--- src/rtl/qrt_regs.svh ---
// Constants of the four-timer reload unit
//
// Function
// - Each divider divides by latch plus one
// - Count down, underflow after zero, reload, request
// - Divider source: main oscillator, ring on 10
// - Fixed timer counts fixed prescaler, divider source/16
// - 8-bit writes load latch and counter; read count
// - Fixed pair always timer mode, never stops
// - 8-bit timer steps on prescaler underflow
// - Mode prescaler uses selected count source
// - Mode timer: timer, pulse, event, width modes
// - Pulse mode toggles counter pin on underflow
// - Pulse output starts high on polarity 0
// - Output enable drives inverted pulse pin
// - Event mode counts chosen counter pin edges
// - Width mode counts only during chosen level
// - Count-stop bit halts mode pair always
// - Pin request: fall on polarity 0, else rise
// - Wide timers pick divided clock or alternate
// - Wide timers underflow after 0000, reload, request
// - Write control: latch only or both
`ifndef QRT_REGS_SVH
`define QRT_REGS_SVH
`define QRT_DIV_RING    2'b10
`define QRT_DIV2_B      0
`define QRT_DIV16_B     3
`define QRT_DIV32_B     4
`define QRT_DIV64_B     5
`define QRT_DIV128_B    6
`define QRT_DIV256_B    7
`define QRT_MSRC_DIV2   2'h0
`define QRT_MSRC_DIV16  2'h1
`define QRT_MSRC_DIV256 2'h2
`define QRT_WSRC_ALT    3'h6
`define QRT_TOP_RST     11'h002
`endif

--- src/rtl/qrt_pkg.sv ---
// Types shared by the four-timer reload unit
package qrt_pkg;
    // Operating modes of the mode-capable timer
    typedef enum logic [1:0] {QRT_TIMER, QRT_PULSE, QRT_EVENT, QRT_WIDTH} qrt_mode_t;
endpackage : qrt_pkg

--- src/rtl/qrt_cnt_if.sv ---
// Link between a counter owner and one reload counter
`timescale 1ns/1ps
interface qrt_cnt_if #(parameter int W = 8);
    logic         ld_latch;  // Load reload latch
    logic         ld_count;  // Load running counter
    logic [W-1:0] ld_val;    // Value to load
    logic         tick;      // Count pulse
    logic [W-1:0] count;     // Current count
    logic [W-1:0] latch;     // Reload value
    logic         uf;        // Underflow pulse
    modport ctr (input ld_latch, ld_count, ld_val, tick, output count, latch, uf);
    modport drv (output ld_latch, ld_count, ld_val, tick, input count, latch, uf);
endinterface : qrt_cnt_if

--- src/rtl/qrt_reload_ctr.sv ---
// Down counter with reload latch
`timescale 1ns/1ps
module qrt_reload_ctr
    import qrt_pkg::*;
#(parameter int W = 8) (
    input wire logic sys_clk,
    input wire logic nrst,
    qrt_cnt_if.ctr   c
);
    // ==========================================
    // State
    typedef struct packed {
        logic [W-1:0] latch;  // Reload value
        logic [W-1:0] count;  // Running count
    } qrt_rc_t;
    qrt_rc_t s_r;    // Registered state
    qrt_rc_t s_nxt;  // Next state

    // Loads win over counting
    always_comb begin
        s_nxt = s_r;
        if (c.ld_latch) begin
            s_nxt.latch = c.ld_val;
        end
        if (c.ld_count) begin
            s_nxt.count = c.ld_val;
        end else if (c.tick) begin
            // Reload after zero, else step down
            s_nxt.count = (s_r.count == '0) ? s_r.latch : s_r.count - 1'b1;
        end
    end

    // Register the state
    always_ff @(posedge sys_clk) begin
        if (!nrst) begin
            s_r <= '0;
        end else begin
            s_r <= s_nxt;
        end
    end

    assign c.count = s_r.count;
    assign c.latch = s_r.latch;
    assign c.uf    = c.tick && (s_r.count == '0) && !c.ld_count;
endmodule : qrt_reload_ctr

--- src/rtl/qrt_top.sv ---
// Four reload timers: fixed pair, mode pair, two wide timers
`timescale 1ns/1ps
`include "qrt_regs.svh"
module qrt_top
    import qrt_pkg::*;
(
    input  wire logic       sys_clk,
    input  wire logic       nrst,
    input  wire logic [1:0] clk_div_sel,
    input  wire logic       ring_osc_tick,
    input  wire logic [7:0] wr_data,
    input  wire logic       fixed_prescaler_wr,
    input  wire logic       fixed_timer_wr,
    input  wire logic       mode_prescaler_wr,
    input  wire logic       mode_timer_wr,
    output logic      [7:0] fixed_prescaler_cnt,
    output logic      [7:0] fixed_timer_cnt,
    output logic      [7:0] mode_prescaler_cnt,
    output logic      [7:0] mode_timer_cnt,
    input  wire logic [1:0] mode_sel,
    input  wire logic [1:0] mode_src_sel,
    input  wire logic       edge_pol,
    input  wire logic       count_stop,
    input  wire logic       tx_out_en,
    input  wire logic       counter_pin_in,
    output logic            counter_pin_o,
    output logic            counter_pin_oe_n,
    output logic            inverted_timer_output_pin_o,
    output logic            inverted_timer_output_pin_oe_n,
    input  wire logic [2:0] wide_a_src_sel,
    input  wire logic [2:0] wide_b_src_sel,
    input  wire logic       wide_a_latch_only,
    input  wire logic       wide_b_latch_only,
    input  wire logic       wide_timer_a_low_wr,
    input  wire logic       wide_timer_a_high_wr,
    input  wire logic       wide_timer_a_high_rd,
    input  wire logic       wide_timer_b_low_wr,
    input  wire logic       wide_timer_b_high_wr,
    input  wire logic       wide_timer_b_high_rd,
    output logic      [7:0] wide_timer_a_high,
    output logic      [7:0] wide_timer_a_low,
    output logic      [7:0] wide_timer_b_high,
    output logic      [7:0] wide_timer_b_low,
    output logic            fixed_timer_irq,
    output logic            mode_timer_irq,
    output logic            counter_pin_irq,
    output logic            wide_a_irq,
    output logic            wide_b_irq
);
    // ==========================================
    // State
    typedef struct packed {
        logic [7:0] div;       // Frequency divider count
        logic       pin_prev;  // Counter pin one cycle ago
        logic       pout;      // Pulse output level
        logic       tx;        // Inverted pulse output level
    } qrt_top_t;
    qrt_top_t s_r;    // Registered state
    qrt_top_t s_nxt;  // Next state

    qrt_mode_t  mode;       // Decoded operating mode
    logic       src_tick;   // Divider input pulse
    logic [5:0] divs;       // Divided enables, 1/2 up to 1/256
    logic       pin_rise;   // Counter pin rising edge
    logic       pin_fall;   // Counter pin falling edge
    logic       ev_edge;    // Counted edge in event mode
    logic       mode_base;  // Selected source of mode prescaler
    logic       mode_pt;    // Mode prescaler count pulse
    logic       run;        // Mode pair not stopped
    logic       wa_tick;    // Wide timer A count pulse
    logic       wb_tick;    // Wide timer B count pulse
    logic       wa_uf;      // Wide timer A underflow

    qrt_cnt_if #(.W(8)) fp_if ();  // Fixed prescaler link
    qrt_cnt_if #(.W(8)) ft_if ();  // Fixed timer link
    qrt_cnt_if #(.W(8)) mp_if ();  // Mode prescaler link
    qrt_cnt_if #(.W(8)) mt_if ();  // Mode timer link

    // ==========================================
    // Wide timer source pick
    function automatic logic pick_src(input logic [2:0] sel, input logic [5:0] d,
                                      input logic alt);
        // Codes past the divided clocks choose the alternate
        if (sel < `QRT_WSRC_ALT) begin
            pick_src = d[sel];
        end else begin
            pick_src = alt;
        end
    endfunction : pick_src

    // ==========================================
    // Frequency divider
    // Ring code takes ring pulses, every other code the main clock
    assign src_tick = (clk_div_sel == `QRT_DIV_RING) ? ring_osc_tick : 1'b1;

    // Each enable fires when the low divider bits are all ones
    assign divs[0] = src_tick && (&s_r.div[`QRT_DIV2_B:0]);
    assign divs[1] = src_tick && (&s_r.div[`QRT_DIV16_B:0]);
    assign divs[2] = src_tick && (&s_r.div[`QRT_DIV32_B:0]);
    assign divs[3] = src_tick && (&s_r.div[`QRT_DIV64_B:0]);
    assign divs[4] = src_tick && (&s_r.div[`QRT_DIV128_B:0]);
    assign divs[5] = src_tick && (&s_r.div[`QRT_DIV256_B:0]);

    // ==========================================
    // Fixed pair: always timer mode, no stop input
    assign fp_if.ld_latch = fixed_prescaler_wr;
    assign fp_if.ld_count = fixed_prescaler_wr;
    assign fp_if.ld_val   = wr_data;
    assign fp_if.tick     = divs[1];
    assign ft_if.ld_latch = fixed_timer_wr;
    assign ft_if.ld_count = fixed_timer_wr;
    assign ft_if.ld_val   = wr_data;
    assign ft_if.tick     = fp_if.uf;

    // ==========================================
    // Mode pair count pulse
    assign mode     = qrt_mode_t'(mode_sel);
    assign pin_rise = counter_pin_in && !s_r.pin_prev;
    assign pin_fall = !counter_pin_in && s_r.pin_prev;
    assign ev_edge  = edge_pol ? pin_fall : pin_rise;
    assign run      = !count_stop;

    // Source for the mode prescaler
    always_comb begin
        unique case (mode_src_sel)
            `QRT_MSRC_DIV2:   mode_base = divs[0];
            `QRT_MSRC_DIV16:  mode_base = divs[1];
            `QRT_MSRC_DIV256: mode_base = divs[5];
            default:          mode_base = ring_osc_tick;
        endcase
    end

    // Mode decides what feeds the prescaler
    always_comb begin
        unique case (mode)
            QRT_TIMER: mode_pt = mode_base;
            QRT_PULSE: mode_pt = mode_base;
            // Edges on the pin replace the source
            QRT_EVENT: mode_pt = ev_edge;
            // Source passes only during the active level
            QRT_WIDTH: mode_pt = mode_base && (counter_pin_in != edge_pol);
        endcase
    end

    assign mp_if.ld_latch = mode_prescaler_wr;
    assign mp_if.ld_count = mode_prescaler_wr;
    assign mp_if.ld_val   = wr_data;
    assign mp_if.tick     = run && mode_pt;
    assign mt_if.ld_latch = mode_timer_wr;
    assign mt_if.ld_count = mode_timer_wr;
    assign mt_if.ld_val   = wr_data;
    assign mt_if.tick     = run && mp_if.uf;

    // ==========================================
    // Next state
    always_comb begin
        s_nxt = s_r;
        // Divider steps on each source pulse
        if (src_tick) begin
            s_nxt.div = s_r.div + 1'b1;
        end
        s_nxt.pin_prev = counter_pin_in;
        if (mode != QRT_PULSE) begin
            // Preset start level outside pulse mode
            s_nxt.pout = !edge_pol;
        end else if (mt_if.uf) begin
            // Flip on every underflow
            s_nxt.pout = !s_r.pout;
        end
        s_nxt.tx = !s_nxt.pout;
    end

    // Register the state
    always_ff @(posedge sys_clk) begin
        if (!nrst) begin
            s_r <= `QRT_TOP_RST;
        end else begin
            s_r <= s_nxt;
        end
    end

    // ==========================================
    // Wide timers
    assign wa_tick = pick_src(wide_a_src_sel, divs, ring_osc_tick);
    assign wb_tick = pick_src(wide_b_src_sel, divs, wa_uf);

    qrt_wide_timer u_wide_a (
        .sys_clk    (sys_clk),
        .nrst       (nrst),
        .src_tick   (wa_tick),
        .latch_only (wide_a_latch_only),
        .low_wr     (wide_timer_a_low_wr),
        .high_wr    (wide_timer_a_high_wr),
        .high_rd    (wide_timer_a_high_rd),
        .wr_data    (wr_data),
        .high_q     (wide_timer_a_high),
        .low_q      (wide_timer_a_low),
        .uf         (wa_uf)
    );

    qrt_wide_timer u_wide_b (
        .sys_clk    (sys_clk),
        .nrst       (nrst),
        .src_tick   (wb_tick),
        .latch_only (wide_b_latch_only),
        .low_wr     (wide_timer_b_low_wr),
        .high_wr    (wide_timer_b_high_wr),
        .high_rd    (wide_timer_b_high_rd),
        .wr_data    (wr_data),
        .high_q     (wide_timer_b_high),
        .low_q      (wide_timer_b_low),
        .uf         (wide_b_irq)
    );

    // ==========================================
    // Eight-bit counters
    qrt_reload_ctr #(.W(8)) u_fixed_pre (.sys_clk(sys_clk), .nrst(nrst), .c(fp_if));
    qrt_reload_ctr #(.W(8)) u_fixed_tmr (.sys_clk(sys_clk), .nrst(nrst), .c(ft_if));
    qrt_reload_ctr #(.W(8)) u_mode_pre  (.sys_clk(sys_clk), .nrst(nrst), .c(mp_if));
    qrt_reload_ctr #(.W(8)) u_mode_tmr  (.sys_clk(sys_clk), .nrst(nrst), .c(mt_if));

    // ==========================================
    // Outputs
    assign fixed_prescaler_cnt = fp_if.count;
    assign fixed_timer_cnt     = ft_if.count;
    assign mode_prescaler_cnt  = mp_if.count;
    assign mode_timer_cnt      = mt_if.count;
    // Pin driven only in pulse mode
    assign counter_pin_o       = s_r.pout;
    assign counter_pin_oe_n    = (mode != QRT_PULSE);
    assign inverted_timer_output_pin_o    = s_r.tx;
    assign inverted_timer_output_pin_oe_n = !tx_out_en;
    // Request pulses
    assign fixed_timer_irq = ft_if.uf;
    assign mode_timer_irq  = mt_if.uf;
    assign counter_pin_irq = edge_pol ? pin_rise : pin_fall;
    assign wide_a_irq      = wa_uf;
endmodule : qrt_top

--- src/rtl/qrt_wide_timer.sv ---
// Sixteen-bit timer with byte access buffers
`timescale 1ns/1ps
module qrt_wide_timer
    import qrt_pkg::*;
(
    input  wire logic       sys_clk,
    input  wire logic       nrst,
    input  wire logic       src_tick,
    input  wire logic       latch_only,
    input  wire logic       low_wr,
    input  wire logic       high_wr,
    input  wire logic       high_rd,
    input  wire logic [7:0] wr_data,
    output logic      [7:0] high_q,
    output logic      [7:0] low_q,
    output logic            uf
);
    // ==========================================
    // State
    typedef struct packed {
        logic [7:0] low_buf;  // Written low byte
        logic [7:0] low_frz;  // Low byte frozen by high read
    } qrt_wt_t;
    qrt_wt_t s_r;    // Registered state
    qrt_wt_t s_nxt;  // Next state
    qrt_cnt_if #(.W(16)) cif ();  // Counter link

    // Byte buffering
    always_comb begin
        s_nxt = s_r;
        if (low_wr) begin
            s_nxt.low_buf = wr_data;
        end
        if (high_rd) begin
            s_nxt.low_frz = cif.count[7:0];
        end
    end

    // Register the state
    always_ff @(posedge sys_clk) begin
        if (!nrst) begin
            s_r <= '0;
        end else begin
            s_r <= s_nxt;
        end
    end

    // High write commits both bytes
    assign cif.ld_latch = high_wr;
    assign cif.ld_count = high_wr && !latch_only;
    assign cif.ld_val   = {wr_data, s_r.low_buf};
    assign cif.tick     = src_tick;
    assign high_q       = cif.count[15:8];
    assign low_q        = s_r.low_frz;
    assign uf           = cif.uf;

    qrt_reload_ctr #(.W(16)) u_ctr (
        .sys_clk (sys_clk),
        .nrst    (nrst),
        .c       (cif)
    );
endmodule : qrt_wide_timer

--- config.mk ---
export PLATFORM = sky130hd
export DESIGN_NAME = qrt_top
export DESIGN_NICKNAME = d
export VERILOG_FILES = /design/src/rtl/qrt_pkg.sv /design/src/rtl/qrt_cnt_if.sv /design/src/rtl/qrt_reload_ctr.sv /design/src/rtl/qrt_top.sv /design/src/rtl/qrt_wide_timer.sv
export VERILOG_INCLUDE_DIRS = /design/src /design/src/rtl
export SDC_FILE = /design/constraint.sdc
export NUM_CORES = 1
export LEC_CHECK = 0
export BUFFER_PORTS_ARGS = -buffer_cell sky130_fd_sc_hd__buf_2
export CAP_MARGIN = 20
export CORE_ASPECT_RATIO = 2
export CORE_UTILIZATION = 35
export CTS_CLUSTER_SIZE = 16
export DETAILED_ROUTE_END_ITERATION = 12
export GPL_ROUTABILITY_DRIVEN = 0
export SETUP_SLACK_MARGIN = 0.02
export SLEW_MARGIN = 5
export SYNTH_ARGS = -nofsm -noshare
export SYNTH_HDL_FRONTEND = slang
export SYNTH_SLANG_ARGS = --single-unit
export TNS_END_PERCENT = 5
--- constraint.sdc ---
create_clock -name sys_clk -period 2.8 [get_ports sys_clk]
set_input_delay 0.14 -clock sys_clk [delete_from_list [all_inputs] [get_ports sys_clk]]
set_output_delay 0.14 -clock sys_clk [all_outputs]
set_load 0.005 [all_outputs]
# Yosys cells after proc, flatten, opt, wreduce, memory -nomap -nowiden
# Cells that the tools add are included.
totals:
  ff_bits: 171
  inputBits: 39
  out_inout_bits: 73
  wordCells: 130
op_classes:
  add_sub_neg: 7
  magnitude_cmp: 4
  eq_ne: 8
  n_mux: 31
  reduce_logical: 60
op_table:
  columns: ["op", "n"]
  rows:
  - ["2-to-1 mux 16 bit", 6]
  - ["2-to-1 mux 8 bit", 12]
  - ["zero test 16 bit", 2]
  - ["zero test 8 bit", 4]
  - ["subtractor 16 x 1 -> 16 bit, second input constant", 2]
  - ["subtractor 8 x 1 -> 8 bit, second input constant", 4]
  - ["logical AND 1 bit", 25]
  - ["zero test 1 bit", 15]
  - ["nonzero test 2 bit", 6]
  - ["2-to-1 mux 1 bit", 9]
  - ["adder 8 x 1 -> 8 bit, second input constant", 1]
  - ["== test 2 bit, second input constant", 4]
  - ["less-than comparator 3 x 4 -> 1 bit, second input constant", 2]
  - ["AND reduction 8 bit", 1]
  - ["AND reduction 7 bit", 1]
  - ["binary-select mux 1 bit (select 3 bit)", 2]
  - ["less-than comparator 3 bit, second input constant", 2]
  - ["one-hot mux 1 bit (3 select lines)", 2]
  - ["AND reduction 6 bit", 1]
  - ["AND reduction 5 bit", 1]
  - ["== test 2 x 1 -> 1 bit, second input constant", 2]
  - ["zero test 2 bit", 2]
  - ["AND reduction 4 bit", 1]
  - ["!= test 2 x 1 -> 1 bit, second input constant", 1]
  - ["2 further kinds", 2]

# Depth between registers and ports, before layout
logic_depth:
  ltp_word: 15
  mapped_depth: 13
  depth_no_buf: 11

# Cells and area by module
# From an unflattened synthesis, not the netlist that was laid out.
hier_totals:
  cells_unflattened: 1022
  hier_area_um2: 9069.9
by_module_without_submodules:
  columns: ["module", "n_inst", "cells_each", "area_each_um2", "seq_area_each_um2"]
  rows:
  - ["qrt_reload_ctr at u_wide_a.u_ctr ...", 2, 214, 1811.7, 640.6]
  - ["qrt_reload_ctr at u_fixed_pre ...", 4, 99, 869.6, 320.3]
  - ["qrt_wide_timer", 2, 52, 614.3, 320.3]
  - ["qrt_top", 1, 94, 739.5, 220.2]

# Worst setup path before layout
# OpenSTA, ideal clock, no wires.
synth_path:
  path_kind: "register -> register"
  startpoint: "register s_r[3] in the netlist's numbering"
  endpoint: "register u_wide_b.u_ctr.s_r (netlist bit u_wide_b.u_ctr.c.count[11])"
  setup_ns: 0.062
  arrival_time_ns: 2.401
  t_required_ns: 2.738
  slack_ns: 0.337
  path_stages_with_launch: 11
  n_path_buf: 1
  period_less_slack_ns: 2.463
  cell_sequence: "dfxtp_1 > ha_1 > nand3_1 > inv_2 > nand3_1 > o311ai_0 > or2b_1 > o21ba_1 > buf_2 > or4_1 > nand3_1"
synth_between:
  elab_chain_len: 9
  elab_cells_between_ends: 20
  classes_between: "mux: 6; reduce/logical: 14"
synth_rtl:
  columns: ["item", "line", "rtl"]
  rows:
  - ["from (decl)", "qrt_top.sv:58", "qrt_top_t s_r;"]
  - ["from (signal assigned)", "qrt_top.sv:176", "s_r <= `QRT_TOP_RST;"]
  - ["from (signal assigned)", "qrt_top.sv:178", "s_r <= s_nxt;"]
  - ["AND reduction 8 bit (tied with other cells)", "qrt_top.sv:102", "assign divs[5] = src_tick && (&s_r.div[`QRT_DIV256_B:0]);"]
  - ["logical AND 1 bit (on tied branches)", null, null]
  - ["binary-select mux 1 bit (select 3 bit)", "qrt_top.sv:85", "pick_src = d[sel];"]
  - ["2-to-1 mux 1 bit (not written as such)", "qrt_top.sv:85", null]
  - ["2-to-1 mux 1 bit", "qrt_top.sv:84", "if (sel < `QRT_WSRC_ALT) begin"]
  - ["logical AND 1 bit (2 in series)", "qrt_reload_ctr.sv:44", "assign c.uf = c.tick && (s_r.count == '0) && !c.ld_count;"]
  - ["2-to-1 mux 1 bit *", "qrt_top.sv:84", null]
  - ["nonzero test 2 bit (no line) *", null, null]
  - ["to (signal assigned)", "qrt_reload_ctr.sv:38", "s_r <= s_nxt;"]
  - ["to (decl)", "qrt_reload_ctr.sv:16", "qrt_rc_t s_r;"]
# Mark *: on every way between the ends. The rest lies on a longest branch, timed or not. The select of a mux whose other input is x is not followed.
# A chain may end at the register's enable or synchronous reset.

# Final worst setup path
layout_path:
  startpoint: "register u_mode_tmr.s_r (netlist bit u_mode_tmr.c.count[2])"
  endpoint: "output port mode_timer_irq"
layout_between:
  elab_chain_len: 3
layout_rtl:
  columns: ["item", "line", "rtl"]
  rows:
  - ["from (decl)", "qrt_reload_ctr.sv:16", null]
  - ["from (signal assigned)", "qrt_reload_ctr.sv:38", null]
  - ["zero test 8 bit", "qrt_reload_ctr.sv:44", null]
  - ["logical AND 1 bit (2 in series)", "qrt_reload_ctr.sv:44", null]
  - ["to (decl)", "qrt_top.sv:45", "output logic mode_timer_irq,"]
# Every way passes these cells.

==> impl_metrics.env <==
export IMPL_path_clk_slew_ps=70
export IMPL_synth_cell_type_count=64
export IMPL_cts_tree="built"
export IMPL_rsz0062_at_grt="yes"
export IMPL_leakage_nw=4.50
export IMPL_wl_per_cell_um=17.5
export IMPL_setup_worst_path_start="u_mode_tmr.c.count[2]"
export IMPL_syn_inst=1084
export IMPL_firstDrtPassIters=5
export IMPL_cts_buffer_depth=2
export IMPL_ff2ff_setup_slack_ps=260
export IMPL_grt_busiest_layer="met2"
export IMPL_endpoint_kind="output port"
export IMPL_drc=0
export IMPL_maxCapViolCount=0
export IMPL_fmax_ghz=0.378
export IMPL_min_to="counter_pin_o"
export IMPL_route_vias_total=8188
export IMPL_min_path_type="primary input to flop"
export IMPL_syn_area_um2=8730
export IMPL_fp_dieArea_um2=25600
export IMPL_path_class="flop to output port"
export IMPL_avgSynthCellArea_um2=8.05
export IMPL_wl_um=26500
export IMPL_rows=81
export IMPL_min_period_ps=2650
export IMPL_area_growth_pct=19.0
export IMPL_via_per_inst=5.39
export IMPL_synth_top_area_share_pct=39.2
export IMPL_clk_latency_ps=450
export IMPL_worst_path_max_fanout=7
export IMPL_overflow=0
export IMPL_slowest_stage="or4_4"
export IMPL_hp_start="edge_pol"
export IMPL_use_met2_pct=39.9
export IMPL_dp_hpwl_um=18800
export IMPL_portBuffers=111
export IMPL_h_tree_depth=4
export IMPL_ys_flop_type="dfxtp_1"
export IMPL_die_w_um=114
export IMPL_drt_initial_drc_count=433
export IMPL_max_stage_delay_ps=570
export IMPL_synth_warnings=0
export IMPL_synth_async_reset_ratio_pct=0
export IMPL_vdd_drop_max_uv=332
export IMPL_crit_top_cell="or4_4"
export IMPL_synth_edf_count=0
export IMPL_cp_arrival_ps=2510
export IMPL_fin_skew_ps=11.6
export IMPL_timing_setup_tns_ps=0
export IMPL_rr_worst_depth=6
export IMPL_nets=1227
export IMPL_yosysTopAreaCell="dfxtp_1"
export IMPL_reg2reg_from="u_mode_tmr.c.count[2]"
export IMPL_rr_endpoint="counter_pin_o"
export IMPL_finalSetupViolations=0
export IMPL_grtUsageMet1_pct=21.3
export IMPL_coreArea_um2=24400
export IMPL_synth_seq_cells=171
export IMPL_fin_util_pct=42.5
export IMPL_final_antenna_net_count=0
export IMPL_io_pins=112
export IMPL_grt_max_degree=58
export IMPL_crit_chain="or4_4 > or3_4 > or4_4 > nor2_1 > buf_2"
export IMPL_yosys_top_cells_area="dfxtp_1, mux2i_1, nor2_1, a21oi_1, nand2_1"
export IMPL_cts_buffers=17
export IMPL_drive_gt1_share_pct=19.3
export IMPL_grtUsageMet3_pct=4.09
export IMPL_period_share_pct=94.5
export IMPL_relSlewSlack_pct=60.0
export IMPL_grt_pass1_wl_um=41600
export IMPL_finalMaxSlewViolations=0
export IMPL_startpoint_type="flop"
export IMPL_crit_family="simple AND/OR/NAND/NOR gates"
export IMPL_syn_nets=1137
export IMPL_p_per_area_nw_per_um2=625
export IMPL_grt_antenna_before_repair=1
export IMPL_grt_pass1_vias=7927
export IMPL_worst_pin_slew_ps=594
export IMPL_holdPathStages=3
export IMPL_seq_area_frac_synth_pct=39.2
export IMPL_outcome="finished clean"
export IMPL_cp_required_ps=2660
export IMPL_cts_sinks=171
export IMPL_grt_use_total_pct=21.3
export IMPL_antenna_cells=0
export IMPL_clock_tree_root_cell="clkbuf_16"
export IMPL_hold_violations=0
export IMPL_die_y_um=225
export IMPL_initial_utilization_pct=35.7
export IMPL_path_buf_inv=1
[synthesized netlist by cell type (all sizes together), types with 22 or more instances]
| cell type | count |
|---|---|
| nor3 | 33 |
| mux2i | 89 |
| buf | 22 |
| a31oi | 25 |
| nand3 | 24 |
| a211oi | 22 |
| inv | 37 |
| clkbuf | 71 |
| nand2 | 83 |
| nor2 | 163 |
| a21oi | 93 |
| o21ai | 54 |
| dfxtp | 171 |
[state kept, by name (all words and copies together) (netlist names)]
register                     flops
counter_pin_o                    1
inverted_timer_output_pin_o      1
s_r                              9
u_fixed_pre.c.count              8
u_fixed_pre.c.latch              8
u_fixed_tmr.c.count              8
u_fixed_tmr.c.latch              8
u_mode_pre.c.count               8
u_mode_pre.c.latch               8
u_mode_tmr.c.count               8
u_mode_tmr.c.latch               8
u_wide_a.cif.ld_val              8
u_wide_a.low_q                   8
u_wide_a.u_ctr.c.count          16
u_wide_a.u_ctr.c.latch          16
u_wide_b.cif.ld_val              8
u_wide_b.low_q                   8
u_wide_b.u_ctr.c.count          16
u_wide_b.u_ctr.c.latch          16
[placed cells by master (no fill, tap or decap), drive strengths merged, types with 11 or more instances in the layout]
cell	netlist	layout
a211oi	22	22
a21oi	93	93
a31oi	25	25
buf	22	163
clkbuf	71	18
dfxtp	171	171
ha	14	14
inv	37	44
mux2i	89	89
nand2	83	83
nand2b	14	14
nand3	24	24
nor2	163	163
nor3	33	33
nor4	13	13
o21ai	54	54
or3	11	11
[where the power goes]
part           total [mW]  internal (mW)  switching (mW)
registers            2.74           2.59           0.154
clock network        2.44           1.36            1.08
logic                1.31          0.549           0.761
total                6.49           4.49            1.99
[kinds of logic (layout without fill, tap and decap cells)]
kind of cell	count (synthesis)	after routing	share of synthesized area (%)
muxes	94	94	10.8
buffers and inverters	130	233	6.38
xor gates and xnor gates	15	15	1.50
and+or+nand+nor	397	397	21.5
DFF	171	171	39.2
AOI/OAI and AO/OA	263	263	18.5
adders and majority gates	14	14	2.01
[timing repair]
action | in CTS | in global routing
endpoints found under the hold margin | 1 | 0
endpoints found under the setup margin | 3 | 8
setup buffers | 1 | 3
pin swaps | 1 | 3
resized for setup | 5 | 13
hold buffers | 1 | 0
[through the flow]
stage          setup slack [ps]  area [µm²]  power (mW)  instances  hold slack [ps]
2_1_floorplan               337        8730        3.65       1084              262
3_3_place_gp                174        9670        4.07       1482              401
3_5_place_dp               98.4        9670        4.09       1482              406
4_1_cts                   -26.3       10300        6.54       1516             68.1
5_1_grt                    5.38       10400        6.80       1519              104
6_report                    155       10400        6.49       1519             78.8
[per-layer routing]
layer	wire, µm	up-vias
met4	1300	2
met1	9900	3905
met5	10	-
li1	-	3996
met2	14300	214
met3	1040	71
[cell type report]
cell class	instances	area [µm²]
clock buffers	18	439
clock inverters	14	156
fillers	2504	14000
inverters	37	141
multi-input cells	783	4830
flip-flops and latches	171	3430
well taps	332	415
repair buffers	164	981
[worst reg2reg max path: cells and delay by family, from the launching register on]
kind | cells | cell delay (ps)
flip-flops | 1 | 360
AND/OR/NAND/NOR | 4 | 1790
AO/OA/AOI/OAI | 2 | 260
[how the worst max path moves through the flow]
stage,endpoint,slack [ps],depth (start not counted)
after floorplan,u_wide_b.u_ctr.c.count[11],340,10
after global placement,u_wide_b.u_ctr.c.count[11],170,10
after detailed placement,u_wide_b.u_ctr.c.count[11],100,10
after CTS,wide_b_irq,-30,12
after global routing,wide_b_irq,5,10
final,mode_timer_irq,150,5
Power figures use the tool's default switching activity.
